File: src/rtl/area_decode_defines.svh
// Functional notes
// - Latch two width pins at reset: 01 byte, 10 word, 11 longword, 00 reserved.
// - Areas 2 to 6 with ordinary memory or ROM take width from config.
// - DRAM areas run word or longword only, chosen by DRAM config.
// - Areas decode from address bits 28 to 26; bits 31 to 29 ignored.
// - Area 5 offers memory-card cycles only, never I/O-card cycles.
// - Area 6 serves memory cards and I/O cards over one interface.
// - Card cycles follow memory and I/O card protocols, plus burst access.
// - I/O card transfers split by card width only in little-endian mode.
// - A segment address bit reaches 64 Mbytes of card common memory.
// - Each card area drives its own upper-byte card enable.
// - Each area select is asserted only while that area is accessed.
// - Card accesses assert the area select with matching byte enables.
`ifndef AREA_DECODE_DEFINES_SVH
`define AREA_DECODE_DEFINES_SVH

`define WID_RSVD       2'h0
`define WID_BYTE       2'h1
`define WID_WORD       2'h2
`define WID_LONG       2'h3

`define AREA_SEL_MSB   28
`define AREA_SEL_LSB   26
`define AREA_INTERNAL  3'h1
`define AREA_CARD5     3'h5
`define AREA_CARD6     3'h6
`define AREA_RESERVED  3'h7

`define CLK_PERIOD_NS  40
`define ACCESS_TIME_NS 80
`define ACCESS_CYCLES  ((`ACCESS_TIME_NS + `CLK_PERIOD_NS - 1) / `CLK_PERIOD_NS)
`define BURST_BEATS    3'h4

`endif

File: src/rtl/area_decode_pkg.sv
package area_decode_pkg;

  typedef logic [1:0] width_t;

  typedef enum logic [1:0] {
    S_IDLE,
    S_ACCESS
  } state_e;

  typedef struct packed {
    logic [2:0]  mode_sync1;
    logic [2:0]  mode_sync2;
    logic        io16_sync1;
    logic        io16_sync2;
    width_t      area0_width;
    logic        little_endian;
    state_e      st;
    logic [2:0]  area;
    logic        card;
    logic        split;
    logic        half;
    logic [2:0]  beats_left;
    logic [2:0]  cnt;
    logic [6:0]  sel;
    logic        ce_lo5;
    logic        ce_hi5;
    logic        ce_lo6;
    logic        ce_hi6;
    logic        rd;
    logic        wr;
    logic        iord;
    logic        iowr;
    logic [25:0] card_addr;
    width_t      width;
    logic        ack;
    logic        err;
  } state_s;

  // Width pins code to bus width; 00 stays reserved
  function automatic width_t pin_width(input logic [1:0] code);
    pin_width = code;
  endfunction

  // Returns {high, low} card enables
  function automatic logic [1:0] card_lanes(input logic [1:0] be, input logic byte_bus,
                                            input logic split);
    if (split || byte_bus) begin
      card_lanes = 2'h1;
    end else begin
      card_lanes = be;
    end
  endfunction

endpackage

File: src/rtl/area_decode_bus_width_pccard.sv
`timescale 1ns/1ps
`include "area_decode_defines.svh"
module area_decode_bus_width_pccard
  import area_decode_pkg::*;
(
  // Clock and reset
  input  wire logic        ref_clk_i,
  input  wire logic        rst_i,
  // Mode pins
  input  wire logic        width_sel_hi_pin_i,
  input  wire logic        width_sel_lo_pin_i,
  input  wire logic        endian_pin_i,
  // Configuration
  input  wire logic [9:0]  area_width_config_i,
  input  wire logic        dram_area2_i,
  input  wire logic        dram_area3_i,
  input  wire logic        dram_memory_config_i,
  input  wire logic        card5_en_i,
  input  wire logic        card6_en_i,
  input  wire logic        card_segment_i,
  // Access request
  input  wire logic        req_i,
  input  wire logic [31:0] addr_i,
  input  wire logic        write_i,
  input  wire logic [1:0]  be_i,
  input  wire logic        io_space_i,
  input  wire logic        burst_i,
  output logic             ack_o,
  output logic             err_o,
  // Card status pin
  input  wire logic        card_io16_i,
  // Area selects
  output logic             area0_select_o,
  output logic             area2_select_o,
  output logic             area3_select_o,
  output logic             area4_select_o,
  output logic             area5_select_o,
  output logic             area6_select_o,
  // Card enables and strobes
  output logic             card_low_enable_area5_o,
  output logic             card_high_enable_area5_o,
  output logic             card_low_enable_area6_o,
  output logic             card_high_enable_area6_o,
  output logic             rd_strobe_o,
  output logic             wr_strobe_o,
  output logic             card_io_read_strobe_o,
  output logic             card_io_write_strobe_o,
  // Bus shape
  output logic [25:0]      card_addr_o,
  output logic [1:0]       bus_width_o,
  output logic [1:0]       area0_width_o,
  output logic             little_endian_o
);

  state_s      s;
  state_s      next_s;
  width_t      res_width;
  logic [2:0]  req_area;
  logic        req_card;
  logic        req_io;
  logic        req_split;
  logic [1:0]  lanes;

  assign req_area = addr_i[`AREA_SEL_MSB:`AREA_SEL_LSB];

  area_width_resolve u_width (
    .area_i               (req_area),
    .area0_width_i        (s.area0_width),
    .area_width_config_i  (area_width_config_i),
    .dram_area2_i         (dram_area2_i),
    .dram_area3_i         (dram_area3_i),
    .dram_memory_config_i (dram_memory_config_i),
    .width_o              (res_width)
  );

  always_comb begin
    next_s = s;
    next_s.mode_sync1 = {width_sel_hi_pin_i, width_sel_lo_pin_i, endian_pin_i};
    next_s.mode_sync2 = s.mode_sync1;
    next_s.io16_sync1 = card_io16_i;
    next_s.io16_sync2 = s.io16_sync1;
    next_s.ack = 1'b0;
    next_s.err = 1'b0;
    // card port in areas 5 and 6
    req_card = (req_area == `AREA_CARD5 && card5_en_i) ||
               (req_area == `AREA_CARD6 && card6_en_i);
    // no I/O cycles in area 5
    req_io = req_card && req_area == `AREA_CARD6 && io_space_i;
    req_split = req_io && s.little_endian && !s.io16_sync2 && be_i == 2'h3;
    lanes = card_lanes(be_i, res_width == `WID_BYTE, req_split);
    case (s.st)
      S_IDLE: begin
        if (req_i) begin
          if (req_area == `AREA_RESERVED) begin
            next_s.ack = 1'b1;
            next_s.err = 1'b1;
          end else if (req_area == `AREA_INTERNAL) begin
            next_s.ack = 1'b1;
          end else begin
            next_s.st = S_ACCESS;
            next_s.area = req_area;
            next_s.card = req_card;
            next_s.split = req_split;
            next_s.half = 1'b0;
            next_s.cnt = 3'h0;
            next_s.width = res_width;
            next_s.beats_left = (req_card && burst_i && !req_io) ? `BURST_BEATS : 3'h1;
            next_s.sel = 7'h0;
            next_s.sel[req_area] = 1'b1;
            next_s.ce_lo5 = req_card && req_area == `AREA_CARD5 && lanes[0];
            next_s.ce_hi5 = req_card && req_area == `AREA_CARD5 && lanes[1];
            next_s.ce_lo6 = req_card && req_area == `AREA_CARD6 && lanes[0];
            next_s.ce_hi6 = req_card && req_area == `AREA_CARD6 && lanes[1];
            next_s.iord = req_io && !write_i;
            next_s.iowr = req_io && write_i;
            next_s.rd = !req_io && !write_i;
            next_s.wr = !req_io && write_i;
            next_s.card_addr = {req_card ? card_segment_i : addr_i[25], addr_i[24:0]};
          end
        end
      end
      S_ACCESS: begin
        next_s.cnt = s.cnt + 3'h1;
        if (s.cnt == 3'(`ACCESS_CYCLES - 1)) begin
          next_s.cnt = 3'h0;
          if (s.split && !s.half) begin
            // Second byte of the halfword goes to the odd address
            next_s.half = 1'b1;
            next_s.card_addr[0] = 1'b1;
          end else if (s.beats_left > 3'h1) begin
            next_s.ack = 1'b1;
            next_s.beats_left = s.beats_left - 3'h1;
            next_s.card_addr = s.card_addr + 26'h2;
          end else begin
            next_s.ack = 1'b1;
            next_s.st = S_IDLE;
            next_s.sel = 7'h0;
            next_s.ce_lo5 = 1'b0;
            next_s.ce_hi5 = 1'b0;
            next_s.ce_lo6 = 1'b0;
            next_s.ce_hi6 = 1'b0;
            next_s.rd = 1'b0;
            next_s.wr = 1'b0;
            next_s.iord = 1'b0;
            next_s.iowr = 1'b0;
            next_s.split = 1'b0;
            next_s.card = 1'b0;
          end
        end
      end
      default: begin
        next_s.st = S_IDLE;
      end
    endcase
    if (rst_i) begin
      next_s = '0;
      next_s.mode_sync1 = {width_sel_hi_pin_i, width_sel_lo_pin_i, endian_pin_i};
      next_s.mode_sync2 = s.mode_sync1;
      next_s.io16_sync1 = card_io16_i;
      next_s.io16_sync2 = s.io16_sync1;
      next_s.st = S_IDLE;
      next_s.area0_width = pin_width(s.mode_sync2[2:1]);
      next_s.little_endian = s.mode_sync2[0];
    end
  end

  // Synchronous reset only; held reset keeps the pin latch tracking the pins
  always_ff @(posedge ref_clk_i) begin
    s <= next_s;
  end

  assign ack_o = s.ack;
  assign err_o = s.err;
  assign area0_select_o = s.sel[0];
  assign area2_select_o = s.sel[2];
  assign area3_select_o = s.sel[3];
  assign area4_select_o = s.sel[4];
  assign area5_select_o = s.sel[5];
  assign area6_select_o = s.sel[6];
  assign card_low_enable_area5_o = s.ce_lo5;
  assign card_high_enable_area5_o = s.ce_hi5;
  assign card_low_enable_area6_o = s.ce_lo6;
  assign card_high_enable_area6_o = s.ce_hi6;
  assign rd_strobe_o = s.rd;
  assign wr_strobe_o = s.wr;
  assign card_io_read_strobe_o = s.iord;
  assign card_io_write_strobe_o = s.iowr;
  assign card_addr_o = s.card_addr;
  assign bus_width_o = s.width;
  assign area0_width_o = s.area0_width;
  assign little_endian_o = s.little_endian;

  property p_area0_width;
    @(posedge ref_clk_i) disable iff (rst_i)
      !$past(rst_i) |-> $stable(s.area0_width);
  endproperty
  a_area0_width: assert property (p_area0_width)
    else $error("area 0 width changed after reset");

  property p_shadow_decode;
    @(posedge ref_clk_i) disable iff (rst_i)
      (s.st == S_IDLE && req_i && addr_i[28:26] == 3'h6) |=> area6_select_o;
  endproperty
  a_shadow_decode: assert property (p_shadow_decode)
    else $error("area 6 not selected for its address");

  property p_area0_select;
    @(posedge ref_clk_i) disable iff (rst_i)
      $rose(area0_select_o) |-> $past(addr_i[28:26]) == 3'h0;
  endproperty
  a_area0_select: assert property (p_area0_select)
    else $error("area 0 select for another area");

  property p_io_area6;
    @(posedge ref_clk_i) disable iff (rst_i)
      (card_io_read_strobe_o || card_io_write_strobe_o) |-> area6_select_o && !rd_strobe_o;
  endproperty
  a_io_area6: assert property (p_io_area6)
    else $error("card I/O strobe outside area 6");

  property p_no_io_area5;
    @(posedge ref_clk_i) disable iff (rst_i)
      area5_select_o |-> !card_io_read_strobe_o && !card_io_write_strobe_o;
  endproperty
  a_no_io_area5: assert property (p_no_io_area5)
    else $error("I/O card cycle in area 5");

  property p_enable_with_select;
    @(posedge ref_clk_i) disable iff (rst_i)
      (card_high_enable_area6_o || card_low_enable_area6_o) |-> area6_select_o;
  endproperty
  a_enable_with_select: assert property (p_enable_with_select)
    else $error("card enable without area select");

  property p_dram_width;
    @(posedge ref_clk_i) disable iff (rst_i)
      (area2_select_o && dram_area2_i && $stable(dram_area2_i)) |-> bus_width_o != `WID_BYTE;
  endproperty
  a_dram_width: assert property (p_dram_width)
    else $error("DRAM area at byte width");

  property p_big_no_split;
    @(posedge ref_clk_i) disable iff (rst_i)
      (!little_endian_o && $rose(card_io_read_strobe_o || card_io_write_strobe_o))
        |-> ##2 ack_o;
  endproperty
  a_big_no_split: assert property (p_big_no_split)
    else $error("dynamic sizing in big endian");

  property p_split_two;
    @(posedge ref_clk_i) disable iff (rst_i)
      (s.split && s.st == S_ACCESS && !s.half) |-> !ack_o;
  endproperty
  a_split_two: assert property (p_split_two)
    else $error("split access acknowledged after one byte");

  property p_segment;
    @(posedge ref_clk_i) disable iff (rst_i)
      ($rose(area5_select_o) && s.card) |-> card_addr_o[25] == $past(card_segment_i);
  endproperty
  a_segment: assert property (p_segment)
    else $error("segment bit not driven");

  property p_ack_bound;
    @(posedge ref_clk_i) disable iff (rst_i)
      (s.st == S_IDLE && req_i && addr_i[28:26] != 3'h1 && addr_i[28:26] != 3'h7)
        |-> ##[1:20] ack_o;
  endproperty
  a_ack_bound: assert property (p_ack_bound)
    else $error("access not acknowledged");

  property p_idle_quiet;
    @(posedge ref_clk_i) disable iff (rst_i)
      (s.st == S_IDLE) |-> {area6_select_o, area5_select_o, area4_select_o,
                            area3_select_o, area2_select_o, area0_select_o} == 6'h0;
  endproperty
  a_idle_quiet: assert property (p_idle_quiet)
    else $error("area select outside an access");

  property p_one_select;
    @(posedge ref_clk_i) disable iff (rst_i)
      $onehot0({area6_select_o, area5_select_o, area4_select_o,
                area3_select_o, area2_select_o, area0_select_o});
  endproperty
  a_one_select: assert property (p_one_select)
    else $error("more than one area selected");

  property p_area5_enable;
    @(posedge ref_clk_i) disable iff (rst_i)
      (card_high_enable_area5_o || card_low_enable_area5_o) |-> area5_select_o;
  endproperty
  a_area5_enable: assert property (p_area5_enable)
    else $error("area 5 card enable without area select");

  // A split transfer moves one byte at a time on the low lane
  property p_split_lane;
    @(posedge ref_clk_i) disable iff (rst_i)
      (s.split && s.st == S_ACCESS) |-> !card_high_enable_area6_o;
  endproperty
  a_split_lane: assert property (p_split_lane)
    else $error("upper card enable during split access");

  property p_burst_step;
    @(posedge ref_clk_i) disable iff (rst_i)
      (ack_o && s.st == S_ACCESS) |-> card_addr_o == $past(card_addr_o) + 26'h2;
  endproperty
  a_burst_step: assert property (p_burst_step)
    else $error("burst beat address not advanced");

endmodule

File: src/rtl/area_width_resolve.sv
`timescale 1ns/1ps
`include "area_decode_defines.svh"
module area_width_resolve
  import area_decode_pkg::*;
(
  // Access
  input  wire logic [2:0] area_i,
  // Configuration
  input  wire width_t     area0_width_i,
  input  wire logic [9:0] area_width_config_i,
  input  wire logic       dram_area2_i,
  input  wire logic       dram_area3_i,
  input  wire logic       dram_memory_config_i,
  // Result
  output logic [1:0]      width_o
);

  always_comb begin
    width_o = `WID_RSVD;
    if (area_i == 3'h0) begin
      width_o = area0_width_i;
    end else if ((area_i == 3'h2 && dram_area2_i) || (area_i == 3'h3 && dram_area3_i)) begin
      width_o = dram_memory_config_i ? `WID_LONG : `WID_WORD;
    end else if (area_i >= 3'h2 && area_i <= 3'h6) begin
      width_o = area_width_config_i[{area_i - 3'h2, 1'b0} +: 2];
    end
  end

endmodule

File: config.mk
export PLATFORM = sky130hd
export DESIGN_NAME = area_decode_bus_width_pccard
export DESIGN_NICKNAME = d
export VERILOG_FILES = /design/src/rtl/area_decode_pkg.sv /design/src/rtl/area_decode_bus_width_pccard.sv /design/src/rtl/area_width_resolve.sv
export VERILOG_INCLUDE_DIRS = /design/src /design/src/rtl
export SDC_FILE = /design/constraint.sdc
export NUM_CORES = 1
export LEC_CHECK = 0
export BUFFER_PORTS_ARGS = -buffer_cell sky130_fd_sc_hd__buf_4
export CELL_PAD_IN_SITES_DETAIL_PLACEMENT = 2
export CELL_PAD_IN_SITES_GLOBAL_PLACEMENT = 2
export CORE_MARGIN = 2
export CORE_UTILIZATION = 30
export CTS_BUF_LIST = sky130_fd_sc_hd__clkbuf_4 sky130_fd_sc_hd__clkbuf_8
export DETAILED_ROUTE_END_ITERATION = 8
export GPL_TIMING_DRIVEN = 1
export PLACE_DENSITY_LB_ADDON = 0.1
export SLEW_MARGIN = 40
export SYNTH_ARGS = -nofsm -noshare
export SYNTH_HDL_FRONTEND = slang
export SYNTH_SLANG_ARGS = --single-unit
File: constraint.sdc
create_clock -name ref_clk_i -period 3.4 [get_ports ref_clk_i]
set_clock_uncertainty 0.2 [all_clocks]
set_input_delay 0.68 -clock ref_clk_i [delete_from_list [all_inputs] [get_ports ref_clk_i]]
set_output_delay 0.68 -clock ref_clk_i [all_outputs]
set_load 0.02 [all_outputs]
## After elaboration in Yosys (flattened, before gate mapping)

Index checks and enable logic that the tools add are counted.

| word-level totals | value |
|---|---|
| register bits | 69 |
| output and inout bits | 47 |
| RAM bits | 0 |
| memories | 0 |
| bits in latches | 0 |
| ROM bits | 0 |
| input port bits | 60 |

| cells by class | value |
|---|---|
| bitwise logic cells | 4 |
| mux-type cells | 31 |
| reduce and logical (&&, ||, !) cells | 41 |
| div/mod/pow operators | 0 |
| $lt $le $gt $ge | 5 |
| add/sub/neg operators | 4 |
| shifts and indexed selects | 1 |
| multipliers | 0 |
| equality and inequality tests | 19 |

Operators by type and width:

| kind | number |
|---|---|
| 57-bit two-way mux | 2 |
| 49-bit one-hot mux with 2 select lines | 1 |
| 59-bit two-way mux | 1 |
| 49-bit two-way mux | 1 |
| 40-bit two-way mux | 1 |
| 26-bit by 2-bit adder with 26-bit output (second input constant) | 1 |
| 26-bit two-way mux | 1 |
| 1-bit logical AND | 23 |
| 6-bit AND reduction | 3 |
| 2-bit inequality test (second input constant) | 8 |
| 15-bit two-way mux | 1 |
| 2-bit two-way mux | 7 |
| 7-bit AND reduction | 2 |
| 1-bit two-way mux | 10 |
| 10-bit by 5-bit indexed part select with 2-bit output | 1 |
| 3-bit equality test (second input constant) | 3 |
| 3-bit two-way mux | 3 |
| 4-bit AND reduction | 2 |
| 3-bit by 1-bit equality test with 1-bit output (second input constant) | 2 |
| 3-bit by 2-bit equality test with 1-bit output (second input constant) | 2 |
| 2-bit by 1-bit equality test with 1-bit output (second input constant) | 2 |
| 1-bit zero test | 4 |
| 3-bit by 4-bit less-than comparator with 1-bit output (second input constant) | 1 |
| 1-bit NOT | 4 |
| other kinds (17) | 19 |

## Logic depth before layout (Yosys ltp)

| logic depth | value |
|---|---|
| depth after elaboration | 15 |
| gate-level depth with buffers | 9 |
| mapped depth without buffers | 7 |

## Cells and area by module

Synthesis repeated with hierarchy kept, for this count alone.

| second synthesis, totals | value |
|---|---|
| cells, all modules | 423 |
| area total of the unflattened synthesis | 3,542.1 um^2 |

Modules (own cells, without submodules):

| module | seq. area each (um^2) | cells each | area an instance (um^2) | times used |
|---|---|---|---|---|
| area_decode_bus_width_pccard | 1,311.3 | 390 | 3,303.2 | 1 |
| area_width_resolve | 0.0 | 33 | 239.0 | 1 |

## Least setup slack after synthesis

No wires, ideal clock.

| timing | value |
|---|---|
| path kind | input-to-reg |
| start | input port addr_i[27] |
| end | register s (netlist bit card_high_enable_area5_o) |
| path buffers | 1 |
| data arrival time | 2.298 ns |
| required time | 3.063 ns |
| path slack | 0.765 ns |
| cell stages on the path | 7 |
| library setup time | 0.137 ns |
| cells stage by stage | buf_2 > inv_1 > ha_1 > nor3b_1 > o311a_1 > a2111oi_0 > o21ai_0 |

| between the ends | value |
|---|---|
| cells in the longest elaborated chain, start to end | 15 |
| elaborated cells between the ends (all ways) | 38 |
| classes of those cells | add/sub: 1; order compare: 2; eq/ne: 9; shift: 1; mux: 8; reduce/logical: 17 |

Ends and longest elaborated chain:

| what | RTL line | source |
|---|---|---|
| start, declared | area_decode_bus_width_pccard.sv:23 | `input wire logic [31:0] addr_i,` |
| parallel branches: the longest is 15 deep, another holds 3-bit by 2-bit subtractor with 3-bit output | n/a |  |
| end signal, assigned | area_decode_bus_width_pccard.sv:169 | `s <= next_s;` |
| end, declared | area_decode_bus_width_pccard.sv:55 | `state_s s;` |

Parallel ways; which one is timed is not known. The select of a mux whose other input is x is not followed.
A chain may end at the register's enable or synchronous reset.

## Worst setup path in the final report

Same ends and word-level chain as after synthesis.

==> impl_metrics.json <==
{
  "status": "finished clean",
  "power_mw": 1.86,
  "synthDistinctLibCells": 69,
  "drive_gt1_share_pct": 27.7,
  "layout_min_cycle_time_ns": 2.54,
  "synthTopCellsByArea": "dfxtp_1 (34%), buf_4 (6.4%), a21oi_1 (5.5%)",
  "num_vias": 3576,
  "syn_avg_cell_area_um2": 8.24,
  "synth_edf_count": 3,
  "powerDensity_mw_per_mm2": 413,
  "synth_area_mm2": 0.00362,
  "cts.clk_slew.worst_paths_ns": 0.08,
  "ys_ff_latch": 64,
  "die_area_mm2": 0.0130,
  "muxShareOfSynthArea_pct": 1.76,
  "synth_top_family_by_area": "compound AO/OA/AOI/OAI gates",
  "setup_viol": 0,
  "dpl.hpwl_mm": 8.76,
  "ant_nets": 0,
  "end_kind": "flop",
  "comb_power_share_pct": 18.4,
  "htree_levels": 3,
  "leakage_nw": 1.79,
  "path_class": "in2reg",
  "synth_top_area_share_pct": 33.7,
  "vias_per_cell": 5.43,
  "grt_max_degree": 56,
  "worstPathMaxFanout": 14,
  "antenna_found_initial": 0,
  "cp-start-kind": "primary input",
  "rows": 40,
  "syn-num-nets": 507,
  "ios": 107,
  "io_buffers": 103,
  "dr_wl_met3_um": 499,
  "area_growth_pct": 24.4,
  "synth_xor_area_share_pct": 0.725,
  "hold_path_class": "reg2reg",
  "ir_worst_vdd_mv": 0.282,
  "clockRootBuffer": "clkbuf_8",
  "p_clk_share_pct": 37.3,
  "fin_crit_sh_pct": 74.7,
  "yosys.area.top_type": "dfxtp_1",
  "dr.pass1.iters": 6,
  "p_seq_share_pct": 44.3,
  "core_mm2": 0.0119,
  "hold_buffers": 0,
  "cts_tree": "yes",
  "slew_viol_final": 0,
  "whs_path_depth": 0,
  "finalSetupTns_ns": 0,
  "fp.dieH_um": 114,
  "initial_core_util_pct": 30.4,
  "drc": 0,
  "m1WireLength_mm": 5.27,
  "synth-simple-area-share_pct": 21.9,
  "ys_seq_area_share_pct": 36.2,
  "drt_wl_total_mm": 12.1,
  "dp_slack_ns": 0.441,
  "die_w_um": 114,
  "yosysMostFrequentCell": "dfxtp_1",
  "synth-compound-area-share_pct": 26.1,
  "cts_setup_buffers": 0,
  "grt_pass1_wl_mm": 19.7,
  "synth_commonest_cells": "dfxtp_1 (61), nor2_1 (45), a21oi_1 (40), nand2_1 (40), buf_4 (31)",
  "dr_wl_met2_mm": 6.17,
  "nets": 574,
  "synthAdderAreaFrac_pct": 2.42,
  "antenna_cells": 0,
  "clkLatencyLatePin_ns": 0.37,
  "dpl_cell_area_mm2": 0.00431,
  "max-cap-violations": 0,
  "setup_ws_ns": 0.861,
  "drt_iter0_markers": 194,
  "rsz0062_at_grt": "false",
  "grt_usage_pct": 19.2,
  "power_switching_mw": 0.581,
  "clock_sinks": 64,
  "r2r_cells": 5,
  "grt_pass1_vias": 3797,
  "async_flop_share_pct": 0,
  "cts_resized": 0,
  "tightestPinTransition_ns": 0.715,
  "p_int_mw": 1.28,
  "clock.fmax_mhz": 394,
  "gr-total-overflow": 0,
  "place_congestion": 0.763,
  "ys.flop_type": "dfxtp_1",
  "numCtsBuffers": 9,
  "wl_per_cell_um": 18.3,
  "yosysWarnings": 0,
  "syn_inst": 440,
  "finalHoldViolations": 0,
  "fin_util_pct": 37.9,
  "clockBufferDepth": 2,
  "cp.arrival_ns": 2.57,
  "fin_area_mm2": 0.00451,
  "worstPathRequired_ns": 3.43,
  "slew_headroom_pct": 51.9,
  "maxUsedRoutingLayer": "met4",
  "netSwitchingFraction_pct": 31.2
}
==> power groups by stage <==
stage / registers [mW] / clock network (mW) / logic [mW]
after global placement: 0.842 / 0 / 0.337
after detailed placement: 0.844 / 0 / 0.346
after CTS: 0.827 / 0.716 / 0.347
after floorplan: 0.835 / 0 / 0.221
after global routing: 0.833 / 0.745 / 0.378
final: 0.826 / 0.696 / 0.342
==> sequential cells by signal, indices dropped and copies added (netlist names), 2 cells and up <==
| name | count |
|---|---|
| card_addr_o | 26 |
| s | 17 |
| area0_width_o | 2 |
| bus_width_o | 2 |
==> layout make-up <==
class	instances	area [µm²]
Fill cell	1408	7400
Multi-Input combinational cell	308	1920
Sequential cell	64	1310
Timing Repair Buffer	113	848
Tap cell	147	184
Clock buffer	9	124
Clock inverter	7	78.8
Inverter	11	41.3
==> cell usage in the layout, fill, tap and decap left out, types with 3 or more instances in the layout <==
cell,instances
a211oi_1,6
a21boi_0,4
a21oi_1,40
a221oi_1,3
a22o_1,4
a22oi_1,7
a311oi_1,4
a31oi_1,10
a32o_1,8
a32oi_1,4
and2_1,3
and3_1,3
buf_4,113
clkbuf_8,9
clkinvlp_4,3
dfxtp_1,61
edfxtp_1,3
ha_1,7
inv_1,11
mux2_2,3
mux2i_1,3
nand2_1,40
nand2b_1,6
nand3_1,12
nand4_1,5
nor2_1,45
nor2b_1,3
nor3_1,11
nor4_1,3
o21ai_0,21
o22ai_1,3
or3_1,4
==> path summary, 6_finish.rpt <==
check                               startpoint                        to  slack (ns)
worst min register to register           s[63]                     s[62]        0.13
worst max register to register  card_addr_o[3]           card_addr_o[24]        1.07
worst min-delay path                     s[63]                     s[62]        0.13
worst max-delay path                addr_i[27]  card_high_enable_area5_o        0.86
==> metal layers <==
layer / track usage, % / up-vias
met5: 0 / -
met4: 5.12 / 0
met3: 4.36 / 10
met2: 34.8 / 75
met1: 22.8 / 1775
li1: - / 1716
==> critical path: stages <==
cell	delay, ns
buf_4	0.19
inv_1	0.13
ha_1	0.37
nor3b_1	0.16
o311a_1	0.36
a2111oi_0	0.50
o21ai_0	0.17
==> logic make-up (layout without fill, tap and decap cells) <==
logic type | count (synthesis) | count (layout)
AO/OA/AOI/OAI | 137 | 137
multiplexers | 6 | 6
XOR/XNOR | 3 | 3
adder cells (fa/ha/maj) | 7 | 7
flip-flops | 64 | 64
buffers and inverters | 68 | 140
AND/OR/NAND/NOR | 155 | 155
==> per-stage QoR <==
stage | instances | hold WS (ns)
after global placement | 643 | 0.112
after global routing | 659 | 0.147
after floorplan | 440 | 0.110
final | 659 | 0.134
after detailed placement | 643 | 0.116
after CTS | 659 | 0.139
No activity file was read; power rests on OpenSTA's default activity.
